--- src/common/lsg_regs.vh ---
// Field positions, reset values and sequence constants of the gain control
`ifndef LSG_REGS_VH
`define LSG_REGS_VH

// ****************************************************************
// Word widths
// ****************************************************************
`define LSG_WORD_W        16
`define LSG_MANT_W        6
`define LSG_NUM_W         9
`define LSG_PIN_W         4

// ****************************************************************
// Configuration word layout
// ****************************************************************
`define LSG_CFG_BAND_BIT  1
`define LSG_CFG_MANT_LO   2
`define LSG_CFG_MANT_HI   7

// ****************************************************************
// Reset values
// ****************************************************************
`define LSG_CFG_RESET     16'h00FE
`define LSG_IMG_RESET     16'h0000

// ****************************************************************
// Pin bundle positions in the synchroniser
// ****************************************************************
`define LSG_PIN_CLK       0
`define LSG_PIN_GATE      1
`define LSG_PIN_STROBE    2
`define LSG_PIN_SIN       3

// ****************************************************************
// Mode-switch sequence and gain decode factors
// ****************************************************************
`define LSG_GATE_PATTERN  3'b101
`define LSG_SEQ_IDLE      3'd0
`define LSG_SEQ_EDGE3     3'd3
`define LSG_SEQ_EDGE4     3'd4
`define LSG_GAIN_ONE      9'h001
`define LSG_BAND_HIGH     9'h003
`define LSG_MANT_BASE     9'h020

`endif

--- src/hw/lsg_gain_mode_ctrl.v ---
// Mode detection, shift path and gain latch of the LED sink driver
// Function
// - Gate pattern high-low-high on pin clock edges starts a mode switch.
// - Strobe sampled at fourth edge: high selects gain setup, else normal.
// - Strobe latches nothing between third and fifth edges of the switch.
// - Gate low pulse of the switch still enables the sink outputs.
// - Serial data keeps shifting through during a mode switch.
// - Levels count only at pin clock rising edges; don't-cares ignored.
// - Normal mode after power-on until a switch selects gain setup.
// - Gain mode strobe loads configuration latch; normal loads output latch.
// - Configuration latch holds gain until reset or rewritten.
// - Word bit 1 is band, bits 2..7 mantissa bits 0..5.
// - Gain is (1+2*band)/3 times (1+D/32)/3, mantissa bit 0 weight 32.
// - Band zero selects low band, one the high band.
// - Gain code resets to all ones, gain 0.9896.
`include "lsg_regs.vh"

module lsg_gain_mode_ctrl (
  input  wire                    i_sys_clk,
  input  wire                    i_rst,
  input  wire                    i_pin_clk,
  input  wire                    i_output_gate_n,
  input  wire                    i_latch_strobe,
  input  wire                    i_serial_in,
  output reg                     o_serial_out,
  output reg  [`LSG_WORD_W-1:0]  o_sink_outputs,
  output reg                     o_gain_mode,
  output wire                    o_band_select,
  output wire [`LSG_MANT_W-1:0]  o_gain_mantissa,
  output reg  [`LSG_NUM_W-1:0]   o_gain_num,
  output wire                    o_img_valid,
  input  wire                    i_img_ready,
  output wire [`LSG_WORD_W-1:0]  o_img_data,
  output wire                    o_img_accept
);

  // ****************************************************************
  // Pin synchronisers
  // ****************************************************************
  reg  [`LSG_PIN_W-1:0]   sync1;
  reg  [`LSG_PIN_W-1:0]   sync2;
  reg  [`LSG_PIN_W-1:0]   sync3;
  reg  [`LSG_PIN_W-1:0]   pin_lvl;
  wire [`LSG_PIN_W-1:0]   next_pin_lvl;
  wire                    clk_rise;
  wire                    strobe_rise;
  wire                    gate_smp;
  wire                    strobe_smp;
  wire                    sin_smp;

  // Follow stages two and three once they agree, else hold
  assign next_pin_lvl = (sync2 & sync3) | (pin_lvl & (sync2 | sync3));

  always @(posedge i_sys_clk)
  begin
    if (i_rst)
    begin
      sync1   <= 4'h0;
      sync2   <= 4'h0;
      sync3   <= 4'h0;
      pin_lvl <= 4'h0;
    end
    else
    begin
      sync1   <= {i_serial_in, i_latch_strobe, i_output_gate_n, i_pin_clk};
      sync2   <= sync1;
      sync3   <= sync2;
      pin_lvl <= next_pin_lvl;
    end
  end

  assign clk_rise    = next_pin_lvl[`LSG_PIN_CLK] & ~pin_lvl[`LSG_PIN_CLK];
  assign strobe_rise = next_pin_lvl[`LSG_PIN_STROBE]
                     & ~pin_lvl[`LSG_PIN_STROBE];
  assign gate_smp    = next_pin_lvl[`LSG_PIN_GATE];
  assign strobe_smp  = next_pin_lvl[`LSG_PIN_STROBE];
  assign sin_smp     = next_pin_lvl[`LSG_PIN_SIN];

  // ****************************************************************
  // Shift register
  // ****************************************************************
  reg [`LSG_WORD_W-1:0] shift_reg;

  always @(posedge i_sys_clk)
  begin
    if (i_rst)
    begin
      shift_reg    <= 16'h0000;
      o_serial_out <= 1'b0;
    end
    else if (clk_rise)
    begin
      shift_reg    <= {shift_reg[`LSG_WORD_W-2:0], sin_smp};
      o_serial_out <= shift_reg[`LSG_WORD_W-2];
    end
  end

  // ****************************************************************
  // Mode-switch sequence detector
  // ****************************************************************
  reg [2:0] gate_hist;
  reg [2:0] seq_pos;
  reg       mode_pick;
  wire [2:0] next_gate_hist;
  wire       seq_start;
  wire       seq_window;

  assign next_gate_hist = {gate_hist[1:0], gate_smp};
  assign seq_start  = clk_rise & (seq_pos == `LSG_SEQ_IDLE)
                    & (next_gate_hist == `LSG_GATE_PATTERN);
  assign seq_window = (seq_pos != `LSG_SEQ_IDLE) | seq_start;

  always @(posedge i_sys_clk)
  begin
    if (i_rst)
    begin
      gate_hist   <= 3'b000;
      seq_pos     <= `LSG_SEQ_IDLE;
      mode_pick   <= 1'b0;
      o_gain_mode <= 1'b0;
    end
    else if (clk_rise)
    begin
      gate_hist <= next_gate_hist;
      case (seq_pos)
        `LSG_SEQ_IDLE:
        begin
          if (seq_start)
            seq_pos <= `LSG_SEQ_EDGE3;
        end
        `LSG_SEQ_EDGE3:
        begin
          mode_pick <= strobe_smp;
          seq_pos   <= `LSG_SEQ_EDGE4;
        end
        `LSG_SEQ_EDGE4:
        begin
          o_gain_mode <= mode_pick;
          seq_pos     <= `LSG_SEQ_IDLE;
        end
        default:
        begin
          seq_pos <= `LSG_SEQ_IDLE;
        end
      endcase
    end
  end

  // ****************************************************************
  // Latches
  // ****************************************************************
  reg  [`LSG_WORD_W-1:0] img_latch;
  reg  [`LSG_WORD_W-1:0] gain_config_latch;
  wire                   latch_evt;
  wire                   buf_ready;

  assign latch_evt = strobe_rise & ~seq_window;

  always @(posedge i_sys_clk)
  begin
    if (i_rst)
    begin
      img_latch         <= `LSG_IMG_RESET;
      gain_config_latch <= `LSG_CFG_RESET;
    end
    else if (latch_evt)
    begin
      if (o_gain_mode)
        gain_config_latch <= shift_reg;
      else
        img_latch <= shift_reg;
    end
  end

  always @(posedge i_sys_clk)
  begin
    if (i_rst)
      o_sink_outputs <= 16'h0000;
    else if (pin_lvl[`LSG_PIN_GATE])
      o_sink_outputs <= 16'h0000;
    else
      o_sink_outputs <= img_latch;
  end

  // ****************************************************************
  // Gain decode
  // ****************************************************************
  wire [`LSG_NUM_W-1:0] band_fac;
  wire [`LSG_NUM_W-1:0] mant_fac;
  wire [17:0]           gain_prod;
  wire [`LSG_MANT_W-1:0] mant_val;
  genvar k;

  // mantissa bit 0 is the heaviest
  generate
    for (k = 0; k < `LSG_MANT_W; k = k + 1)
    begin : g_mant
      assign mant_val[`LSG_MANT_W-1-k] =
        gain_config_latch[`LSG_CFG_MANT_LO+k];
    end
  endgenerate

  assign o_gain_mantissa = mant_val;
  assign o_band_select   = gain_config_latch[`LSG_CFG_BAND_BIT];
  assign band_fac = o_band_select ? `LSG_BAND_HIGH : `LSG_GAIN_ONE;
  assign mant_fac = `LSG_MANT_BASE + {3'b000, mant_val};
  assign gain_prod = band_fac * mant_fac;

  always @(posedge i_sys_clk)
  begin
    if (i_rst)
      o_gain_num <= 9'h000;
    else
      o_gain_num <= gain_prod[`LSG_NUM_W-1:0];
  end

  // ****************************************************************
  // Image word stream
  // ****************************************************************
  assign o_img_accept = buf_ready;

  lsg_pair_buf #(
    .WIDTH (`LSG_WORD_W)
  ) u_img_buf (
    .i_sys_clk   (i_sys_clk),
    .i_rst       (i_rst),
    .i_in_valid  (latch_evt & ~o_gain_mode),
    .o_in_ready  (buf_ready),
    .i_in_data   (shift_reg),
    .o_out_valid (o_img_valid),
    .i_out_ready (i_img_ready),
    .o_out_data  (o_img_data)
  );

endmodule // lsg_gain_mode_ctrl

--- src/hw/lsg_pair_buf.v ---
// Two-entry buffer with valid and ready on both sides
module lsg_pair_buf #(
  parameter WIDTH = 16
) (
  input  wire             i_sys_clk,
  input  wire             i_rst,
  input  wire             i_in_valid,
  output wire             o_in_ready,
  input  wire [WIDTH-1:0] i_in_data,
  output wire             o_out_valid,
  input  wire             i_out_ready,
  output wire [WIDTH-1:0] o_out_data
);

  reg [WIDTH-1:0] slot0;
  reg [WIDTH-1:0] slot1;
  reg [1:0]       fill;
  wire            push;
  wire            pop;

  assign o_in_ready  = (fill != 2'd2);
  assign o_out_valid = (fill != 2'd0);
  assign o_out_data  = slot0;
  assign push        = i_in_valid & o_in_ready;
  assign pop         = o_out_valid & i_out_ready;

  always @(posedge i_sys_clk)
  begin
    if (i_rst)
    begin
      slot0 <= {WIDTH{1'b0}};
      slot1 <= {WIDTH{1'b0}};
      fill  <= 2'd0;
    end
    else
    begin
      case ({push, pop})
        2'b10:
        begin
          if (fill == 2'd0)
            slot0 <= i_in_data;
          else
            slot1 <= i_in_data;
          fill <= fill + 2'd1;
        end
        2'b01:
        begin
          slot0 <= slot1;
          fill  <= fill - 2'd1;
        end
        2'b11:
        begin
          if (fill == 2'd1)
            slot0 <= i_in_data;
          else
          begin
            slot0 <= slot1;
            slot1 <= i_in_data;
          end
        end
        default:
        begin
          fill <= fill;
        end
      endcase
    end
  end

endmodule // lsg_pair_buf
--- config.mk ---
export PLATFORM = sky130hd
export DESIGN_NAME = lsg_gain_mode_ctrl
export DESIGN_NICKNAME = d
export VERILOG_FILES = /design/src/hw/lsg_gain_mode_ctrl.v /design/src/hw/lsg_pair_buf.v
export VERILOG_INCLUDE_DIRS = /design/src /design/src/common
export SDC_FILE = /design/constraint.sdc
export NUM_CORES = 1
export LEC_CHECK = 0
export ABC_CLOCK_PERIOD_IN_PS = 7750
export BUFFER_PORTS_ARGS = -buffer_cell sky130_fd_sc_hd__buf_2
export CAP_MARGIN = 20
export CORE_MARGIN = 5
export CORE_UTILIZATION = 58
export DETAILED_ROUTE_END_ITERATION = 10
export GPL_ROUTABILITY_DRIVEN = 0
export HOLD_SLACK_MARGIN = 0.03
export PLACE_DENSITY = 0.79
export SLEW_MARGIN = 15
export SYNTH_ARGS = -nofsm -noshare
export SYNTH_HDL_FRONTEND = slang
export SYNTH_HIERARCHICAL = 1
export SYNTH_SLANG_ARGS = --single-unit
--- constraint.sdc ---
create_clock -name i_sys_clk -period 7.75 [get_ports i_sys_clk]
set_input_delay 1.1625 -clock i_sys_clk [delete_from_list [all_inputs] [get_ports i_sys_clk]]
set_output_delay 1.1625 -clock i_sys_clk [all_outputs]
set_load 0.01 [all_outputs]
==> results of run 1 <==
-- worst paths after layout --
kind         startpoint                      end
max          pin_lvl[0]  u_img_buf/o_out_data[6]
max reg2reg  pin_lvl[0]  u_img_buf/o_out_data[6]
min reg2reg    sync1[0]                 sync2[0]
min            sync1[0]                 sync2[0]
-- worst max-delay path, cell delays in order, from the launching register on --
cell	delay, ns
dfxtp_1	0.34
and3b_1	0.43
and4b_4	0.35
nor4_4	0.19
buf_4	0.35
nand2b_1	0.20
inv_1	0.13
ha_1	0.27
and2_1	0.69
o21ai_0	0.24
a311oi_1	0.30
-- metrics by stage --
step | instances | area [µm²] | hold WS, ns | power, mW | util [%]
2_1_floorplan | 543 | 5090 | 0.414 | 0.741 | -
3_3_place_gp | 663 | 5250 | 0.421 | 0.757 | 60.8
3_5_place_dp | 663 | 5250 | 0.428 | 0.761 | 60.8
4_1_cts | 693 | 5750 | 0.442 | 1.41 | 66.5
5_1_grt | 694 | 5750 | 0.459 | 1.45 | 66.6
6_report | 694 | 5750 | 0.437 | 1.40 | 66.6
-- metal layers --
layer  vias up  GRT usage [%]
li1       1971              -
met1      1976           24.1
met2       143           33.2
met3        21           6.47
met4         0           6.66
met5         -              0
-- where the power goes --
group          leakage, nW  switching [mW]  internal, mW  total [mW]
Sequential           0.971         0.00808         0.635       0.643
Combinational        0.904          0.0660        0.0391       0.105
Clock                0.235           0.260         0.393       0.653
Total                 2.11           0.334          1.07        1.40
-- cell families (layout without fill, tap and decap cells) --
kind of cell             after synthesis  count (layout)  share of synthesized area [%]
flip-flops                           120             120                           47.2
AO/OA/AOI/OAI                        139             139                           18.8
AND/OR/NAND/NOR                      182             182                           17.9
buffers and inverters                 58             101                           6.66
adder cells (fa/ha/maj)               16              16                           4.01
multiplexers                          26              26                           5.11
XOR/XNOR                               2               2                          0.344
-- final cells by class --
class	instances	area (µm²)	share of cell area [%]
Clock inverter	9	55.1	0.957
Multi-Input combinational cell	365	2370	41.1
Timing Repair Buffer	61	313	5.44
Sequential cell	120	2400	41.8
Inverter	10	42.5	0.739
Clock buffer	21	439	7.63
Tap cell	108	135	2.35
-- cell usage in the layout, fill, tap and decap left out, types with 4 or more instances in the layout --
cell	netlist	routed
a21oi_1	41	41
a311oi_1	8	8
a311oi_2	8	8
and2_1	26	26
buf_2	10	58
clkbuf_16	0	16
clkinv_2	0	5
clkinvlp_4	0	4
dfxtp_1	120	120
ha_1	13	13
inv_1	9	8
mux2i_1	26	26
nand2_1	74	74
nor2_1	25	25
nor2b_1	18	18
nor3_1	19	19
o211ai_1	33	33
o21ai_0	18	18
o21ai_1	6	6
o31ai_1	16	16
==> metrics.txt, run 1 <==
Fmax achieved 0.278 GHz; core area 8640 µm²; Seq/Total Area, Yosys 47.2%; CTS Buf Count 17; Clock Skews 0.00587 ns; relative max-transition margin 33.6%; Die W 104 µm; Startpoint Class flop; clock slew at reported path FFs 0.05 ns; Main synth FF type dfxtp_1; area of the die 10800 µm²; met1 WL 4740 µm; Final ANT Viol Nets 0; cts hold-fix bufs 0; Sum Neg Setup Slack 0 ns; Max Transition Viols Final 0; first-pass GRT wire length 18000 µm; Syn Nets 564; synthesized area 5090 µm²; NumNets Final 596; Final setup viols 0; CP Max Fanout 23; Via-to-Cell Ratio 5.92; largest net degree at the start of global routing 97; die height 104 µm; vias post-DR 4111; Power per Cell Area 243 nW/µm²; # DRC 0; CTS H-tree lvls 4; CTS tree done; clk buf depth 2; max-cap viol count 0; Antenna diodes 0; Crit. End Element flop; async set-reset flop share out of synthesis 0%; Synth area leader dfxtp_1; vias in the first global route 3826; Initial Util 59.0%; Slew @ Worst Pin 0.993 ns; r2r setup slk 4.15 ns; Yosys top cell area share 47.2%; leakage power 2.11 nW; Yosys warning count 6; pre-CTS setup slack 4.06 ns; maximum VDD drop 0.152 mV; DR iter-0 viols 269; Synth Area per Inst 9.38 µm²; post-cts sizing count 0; GRT Util Overall 19.9%; Filler cells 693; met3 WL 680 µm; Required @ worst endpoint 8.16 ns; Hold Vio Cnt, Final 0; number of distinct library cells after synthesis 52; Commonest cells post-synth dfxtp_1 (120), nand2_1 (74), a21oi_1 (41), o211ai_1 (33); Post-synth EDFFs 0; final worst setup slack 4.15 ns; drt pass-1 iters 4; CP Class reg -> reg; RSZ-0062 raised after global routing false; Clock Latency Late Sink 0.51 ns; IO Pins 59; Final HPWL DP 6850 µm; top layer in use met4; Area Growth Syn to Fin 13.0%; Worst Hold Path Cells 1; worst-case reg-to-reg path depth 10; I/O Buffers 58; largest cells by area after synthesis dfxtp_1 (47%), nand2_1 (5.5%), mux2i_1 (5.1%), o211ai_1 (4.9%), a21oi_1 (4.0%); period utilization 46.4%; layout cells sized above 1 17.9%; routed wire length 10900 µm; Synth Instances 543; post-CTS setup buffers 0; DR WL/cell 15.6 µm; top-count cell post-synth dfxtp_1; metal2 WL 5290 µm; initial antenna violation count 0; clock sinks 120; synthesized flop and latch total 120; status finished, final reports clean; Worst Path Arrival 4.01 ns; row count 34; grt total ovfl 0; HP Class reg -> reg; Clock Tree Root clkbuf_8; Tmin final 3.60 ns
Power figures use the tool's default switching activity.
==> run 2, diff against run 1 <==
--- a/config.mk
+++ b/config.mk
@@ -6,15 +6,16 @@
 export SDC_FILE = /design/constraint.sdc
 export NUM_CORES = 1
 export LEC_CHECK = 0
-export ABC_CLOCK_PERIOD_IN_PS = 7750
+export ABC_AREA = 1
+export ABC_CLOCK_PERIOD_IN_PS = 3050
 export BUFFER_PORTS_ARGS = -buffer_cell sky130_fd_sc_hd__buf_2
 export CAP_MARGIN = 20
 export CORE_MARGIN = 5
-export CORE_UTILIZATION = 58
+export CORE_UTILIZATION = 53
 export DETAILED_ROUTE_END_ITERATION = 10
 export GPL_ROUTABILITY_DRIVEN = 0
 export HOLD_SLACK_MARGIN = 0.03
-export PLACE_DENSITY = 0.79
+export PLACE_DENSITY = 0.76
 export SLEW_MARGIN = 15
 export SYNTH_ARGS = -nofsm -noshare
 export SYNTH_HDL_FRONTEND = slang
==> constraint.sdc (replaced) <==
create_clock -name i_sys_clk -period 3.05 [get_ports i_sys_clk]
set_input_delay 0.4575 -clock i_sys_clk [delete_from_list [all_inputs] [get_ports i_sys_clk]]
set_output_delay 0.4575 -clock i_sys_clk [all_outputs]
set_load 0.01 [all_outputs]
==> metrics.txt, run 2 <==
Yosys warning count 6 (unchanged); Synth Instances 746 (+37%); Sum Neg Setup Slack 0 ns (unchanged); Clock Latency Late Sink 0.53 ns (+0.02 ns); period utilization 87.7% (+41 points); Syn Nets 767 (+36%); initial antenna violation count 0 (unchanged); status finished, final reports clean; final worst setup slack 0.375 ns (-3.78 ns); synthesized area 5410 µm² (+6.2%); Clock Tree Root clkbuf_8; DR iter-0 viols 263 (-2.2%); met1 WL 4760 µm (+0.51%); clock slew at reported path FFs 0.06 ns (about the same); metal2 WL 5490 µm (+3.7%); CP Class reg -> reg; Critical Path Slowest Stage Cell dfxtp_1; most common cell after layout, fill and taps aside nand2_1; clk buf depth 2 (unchanged); CTS tree done; Antenna diodes 0 (unchanged); Tmin final 2.68 ns (-0.924 ns); # DRC 0 (unchanged); final core utilization 63.5% (-3.1 points); top-count cell post-synth nand2_1; Startpoint Class flop; largest cells by area after synthesis dfxtp_1 (44%), nand2_1 (11%), inv_1 (10%), nor2_1 (7.5%), nand3_2 (4.3%); routed wire length 11000 µm (+1.1%); area of the die 12300 µm² (+15%); vias in the first global route 4235 (+11%); Fmax achieved 0.374 GHz (+35%); leakage power 3.24 nW (+53%); Max stage delay on crit path 0.51 ns (-0.18 ns); max-cap viol count 0 (unchanged); CP Max Fanout 32 (+39%); Yosys top cell area share 44.4% (-2.8 points); cts hold-fix bufs 0 (unchanged); Commonest cells post-synth nand2_1 (164), inv_1 (151), dfxtp_1 (120), nor2_1 (108), a21oi_1 (33); crit path buf inv count 4 (+2); delay-heaviest family, CP simple AND/OR/NAND/NOR gates; Main synth FF type dfxtp_1; Required @ worst endpoint 3.51 ns (-4.65 ns); Power per Cell Area 628 nW/µm² (+160%); pre-CTS setup slack 0.413 ns (-3.65 ns); r2r setup slk 0.37 ns (-3.78 ns); I/O Buffers 58 (unchanged); RSZ-0062 raised after global routing false; multi-input logic area 2190 µm² (-7.3%); Post-synth EDFFs 0 (unchanged); met3 WL 462 µm (-32%); largest net degree at the start of global routing 49 (-49%); top layer in use met4; grt total ovfl 0 (unchanged); Max Transition Viols Final 0 (unchanged); first-pass GRT wire length 18700 µm (+3.6%); placed instance area 5690 µm² (+8.3%); synthesized flop and latch total 120 (unchanged); Initial Util 54.8% (-4.1 points); relative max-transition margin 33.9% (+0.26 points); HP Class in -> reg; maximum VDD drop 0.344 mV (+130%); NumNets Final 818 (+37%); Clock Skews 0.00757 ns (+0.00170 ns); FF/Latch Area 2400 µm² (unchanged); vias post-DR 4506 (+9.6%); Seq/Total Area, Yosys 44.4% (-2.8 points); Final ANT Viol Nets 0 (unchanged); layout cells sized above 1 16.2% (-1.7 points); core area 9860 µm² (+14%); Hold Vio Cnt, Final 0 (unchanged); DR WL/cell 11.6 µm (-26%); Final HPWL DP 7560 µm (+10%); GRT Util Overall 18.2% (-1.6 points); number of distinct library cells after synthesis 34 (-35%); post-CTS setup buffers 0 (unchanged); most frequent cells in the layout nand2_1 (164), inv_1 (151), dfxtp_1 (120); Slew @ Worst Pin 0.991 ns (-0.00235 ns); post-cts sizing count 0 (unchanged); cell area after layout 6270 µm² (+9.0%); Synth Area per Inst 7.25 µm² (-23%); Crit. End Element flop; Via-to-Cell Ratio 4.78 (-19%); Filler cells 876 (+26%); Synth area leader dfxtp_1; crit-path cells clkinv_1 -> buf_4 -> nand3_4 -> inv_1 -> nand2_1 -> inv_1 -> ha_1 -> nand2_1 -> nand3_2 -> nand2_1 -> nand2_1 -> nor2_1; Die W 111 µm (+7.0%); clock sinks 120 (unchanged); CTS Buf Count 17 (unchanged); Worst Path Arrival 3.13 ns (-0.88 ns); CTS H-tree lvls 4 (unchanged); die height 111 µm (+7.0%); hold_ws 0.134 ns (-0.303 ns); critical path's most frequent cell nand2_1; row count 36 (+5.9%); async set-reset flop share out of synthesis 0% (unchanged); IO Pins 59 (unchanged); Area Growth Syn to Fin 15.9%; Final setup viols 0 (unchanged); drt pass-1 iters 4 (unchanged)
## run 2: layout make-up
type,count,share of cell area (%)
Clock buffer,22,7.39
Sequential cell,120,38.3
Timing Repair Buffer,63,5.23
Inverter,159,9.52
Multi-Input combinational cell,436,35.0
Clock inverter,10,1.90
Tap cell,133,2.65
## run 2: final timing paths
kind | start | endpoint | depth (start not counted)
setup / recovery | o_gain_mode | u_img_buf/slot1[14] | 12
hold / removal | i_latch_strobe | sync1[2] | 3
setup reg to reg | o_gain_mode | u_img_buf/slot1[14] | 12
hold reg to reg | sync1[3] | sync2[3] | 2
## run 2: where the power goes
group          leakage, nW  total [mW]  internal, mW  switching, mW
combinational         1.99       0.360         0.130          0.229
sequential           0.972        1.64          1.62         0.0234
clock                0.278        1.94          1.23          0.708
total                 3.24        3.94          2.98          0.961
## run 2: worst register-to-register path, cell delays in order, from the launching register on
cell	delay, ns
dfxtp_1	0.51
clkinv_1	0.11
buf_4	0.21
nand3_4	0.20
inv_1	0.13
nand2_1	0.14
inv_1	0.08
ha_1	0.25
nand2_1	0.12
nand3_2	0.47
nand2_1	0.21
nand2_1	0.07
nor2_1	0.12
## run 2: per-layer routing
layer	up-vias	global-route usage [%]
met5	-	0
met4	0	7.70
li1	2347	-
met1	2041	20.5
met2	92	31.5
met3	26	6.33
## run 2: cell families after synthesis
kind of cell               after synthesis  synth area share [%]
and+or+nand+nor                        359                  31.2
DFF                                    120                  44.4
AOI/OAI and AO/OA                       62                  5.83
buffers and inverters                  190                  15.0
adders and majority gates               14                  3.38
xor gates and xnor gates                 1                 0.162
## run 2: through the flow
step                total power, mW  instances
finish                         3.94        943
CTS                            3.97        943
floorplan                      1.95        746
global route                   4.09        943
global placement               2.02        911
detailed placement             2.04        911
==> run 3, diff against run 2 <==
--- a/config.mk
+++ b/config.mk
@@ -10,12 +10,12 @@
 export ABC_CLOCK_PERIOD_IN_PS = 3050
 export BUFFER_PORTS_ARGS = -buffer_cell sky130_fd_sc_hd__buf_2
 export CAP_MARGIN = 20
+export CORE_ASPECT_RATIO = 1.25
 export CORE_MARGIN = 5
-export CORE_UTILIZATION = 53
+export CORE_UTILIZATION = 35
 export DETAILED_ROUTE_END_ITERATION = 10
 export GPL_ROUTABILITY_DRIVEN = 0
 export HOLD_SLACK_MARGIN = 0.03
-export PLACE_DENSITY = 0.76
 export SLEW_MARGIN = 15
 export SYNTH_ARGS = -nofsm -noshare
 export SYNTH_HDL_FRONTEND = slang
==> metrics.txt, run 3 (synthesized netlist as in run 2, its figures left out) <==
status finished, final reports clean; initial antenna violation count 0 (unchanged); die height 149 µm (+34%); multi-input logic area 2190 µm² (unchanged); IO Pins 59 (unchanged); drt pass-1 iters 4 (unchanged); most common cell after layout, fill and taps aside nand2_1; Via-to-Cell Ratio 4.31 (-9.8%); placed instance area 5800 µm² (+1.9%); period utilization 85.5% (-2.2 points); Filler cells 1586 (+81%); CTS tree done; Initial Util 35.9% (-19 points); max-cap viol count 0 (unchanged); clk buf depth 2 (unchanged); Final ANT Viol Nets 0 (unchanged); hold_ws 0.239 ns (+0.105 ns); final core utilization 42.4% (-21 points); Clock Skews 0.0106 ns (+0.00304 ns); row count 50 (+39%); vias in the first global route 4128 (-2.5%); DR iter-0 viols 225 (-14%); maximum VDD drop 0.383 mV (+11%); grt total ovfl 0 (unchanged); post-CTS setup buffers 0 (unchanged); most frequent cells in the layout nand2_1 (164), inv_1 (151), dfxtp_1 (120); power after layout 4.01 mW (+1.9%); CTS Buf Count 17 (unchanged); worst-case reg-to-reg path depth 13 (+1); DR WL/cell 11.2 µm (-3.8%); Clock Tree Root clkbuf_16; relative max-transition margin 56.7% (+23 points); Power per Cell Area 627 nW/µm² (-0.20%); worst r2r src sync2[0]; Slew @ Worst Pin 0.649 ns (-0.342 ns); Area Growth Syn to Fin 18.3%; Clock Latency Late Sink 0.42 ns (-0.11 ns); CP Max Fanout 32 (unchanged); post-cts sizing count 0 (unchanged); leakage power 3.26 nW (+0.80%); Required @ worst endpoint 3.35 ns (-0.16 ns); layout cells sized above 1 16.6% (+0.45 points); WHS Endpoint sync1[3]; cell area after layout 6400 µm² (+2.1%); clock slew at reported path FFs 0.06 ns (about the same); FF/Latch Area 2400 µm² (unchanged); NumNets Final 820 (+0.24%); Startpoint Class flop; CTS H-tree lvls 4 (unchanged); Final setup viols 0 (unchanged); core area 15100 µm² (+53%); Worst Hold Path Cells 3 (unchanged); CP Class reg -> reg; Antenna diodes 0 (unchanged); RSZ-0062 raised after global routing false; Final HPWL DP 7960 µm (+5.3%); Max Transition Viols Final 0 (unchanged); HP Class in -> reg; r2r setup slk 0.44 ns (+0.07 ns); clock sinks 120 (unchanged); area of the die 18100 µm² (+46%); routed wire length 11400 µm (+4.0%); vias post-DR 4395 (-2.5%); cts hold-fix bufs 0 (unchanged); # DRC 0 (unchanged); reg2reg end u_img_buf/slot1[3]; GRT Util Overall 13.7% (-4.5 points); Hold Vio Cnt, Final 0 (unchanged); Worst Path Arrival 2.91 ns (-0.22 ns); Tmin final 2.61 ns (-0.0678 ns); first-pass GRT wire length 19500 µm (+4.5%); Sum Neg Setup Slack 0 ns (unchanged); min-delay src i_serial_in; I/O Buffers 58 (unchanged); Die W 121 µm (+9.2%); Crit. End Element flop; largest net degree at the start of global routing 38 (-22%); Fmax achieved 0.383 GHz (+2.6%)
[run 3: changes by cell type in the layout (fill, tap and decap cells not counted), moves of 2 or more]
| cell | before | now |
|---|---|---|
| clkinv_2 | 2 | 4 |
| clkbuf_1 | 2 | 0 |
| buf_4 | 5 | 7 |
| clkinv_4 | 2 | 4 |
| clkbuf_8 | 4 | 0 |
[run 3: critical path, stage by stage, from the launching register on]
cell	delay (ns)
dfxtp_1	0.39
nand2_2	0.10
nor2_4	0.16
nand4_4	0.12
nand3_4	0.21
inv_1	0.13
nand2_1	0.13
inv_1	0.08
ha_1	0.24
or2_1	0.25
nand3_2	0.43
nand2_1	0.13
nand2_1	0.09
nor2_1	0.04
[run 3: how the worst max path moves through the flow]
| stage | end | start | slack, ns | cells after the start |
|---|---|---|---|---|
| 2_1_floorplan | u_img_buf/slot1[11] | o_gain_mode | 0.86 | 14 |
| 3_3_place_gp | u_img_buf/slot1[5] | sync2[0] | 0.51 | 12 |
| 3_5_place_dp | u_img_buf/slot1[2] | sync2[0] | 0.44 | 12 |
| 4_1_cts | u_img_buf/slot1[2] | sync2[0] | 0.42 | 12 |
| 5_1_grt | u_img_buf/slot1[1] | sync2[0] | 0.17 | 13 |
| 6_report | u_img_buf/slot1[3] | sync2[0] | 0.44 | 13 |
[run 3: final cells by class]
type	count	share of cell area [%]
Sequential cell	120	37.5
Multi-Input combinational cell	436	34.3
Inverter	159	9.33
Clock buffer	17	6.65
Timing Repair Buffer	65	5.36
Tap cell	208	4.07
Clock inverter	15	2.78
[run 3: power breakdown]
part,internal [mW],leakage [nW],switching [mW]
Clock,1.28,0.293,0.727
Sequential,1.62,0.972,0.0222
Combinational,0.132,2.00,0.228
[run 3: metrics by stage]
step           cells  setup WS [ns]
2_1_floorplan    746          0.864
3_3_place_gp     988          0.510
3_5_place_dp     988          0.437
4_1_cts         1020          0.422
5_1_grt         1020          0.169
6_report        1020          0.442
[run 3: routing by layer]
metal | vias to the layer above | track usage (%) | part of all wire, %
met1 | 1935 | 15.5 | 44
met4 | 0 | 6.73 | 2.1
met2 | 75 | 23.6 | 51
li1 | 2365 | - | -
met3 | 20 | 3.87 | 3.7
met5 | - | 0 | 0
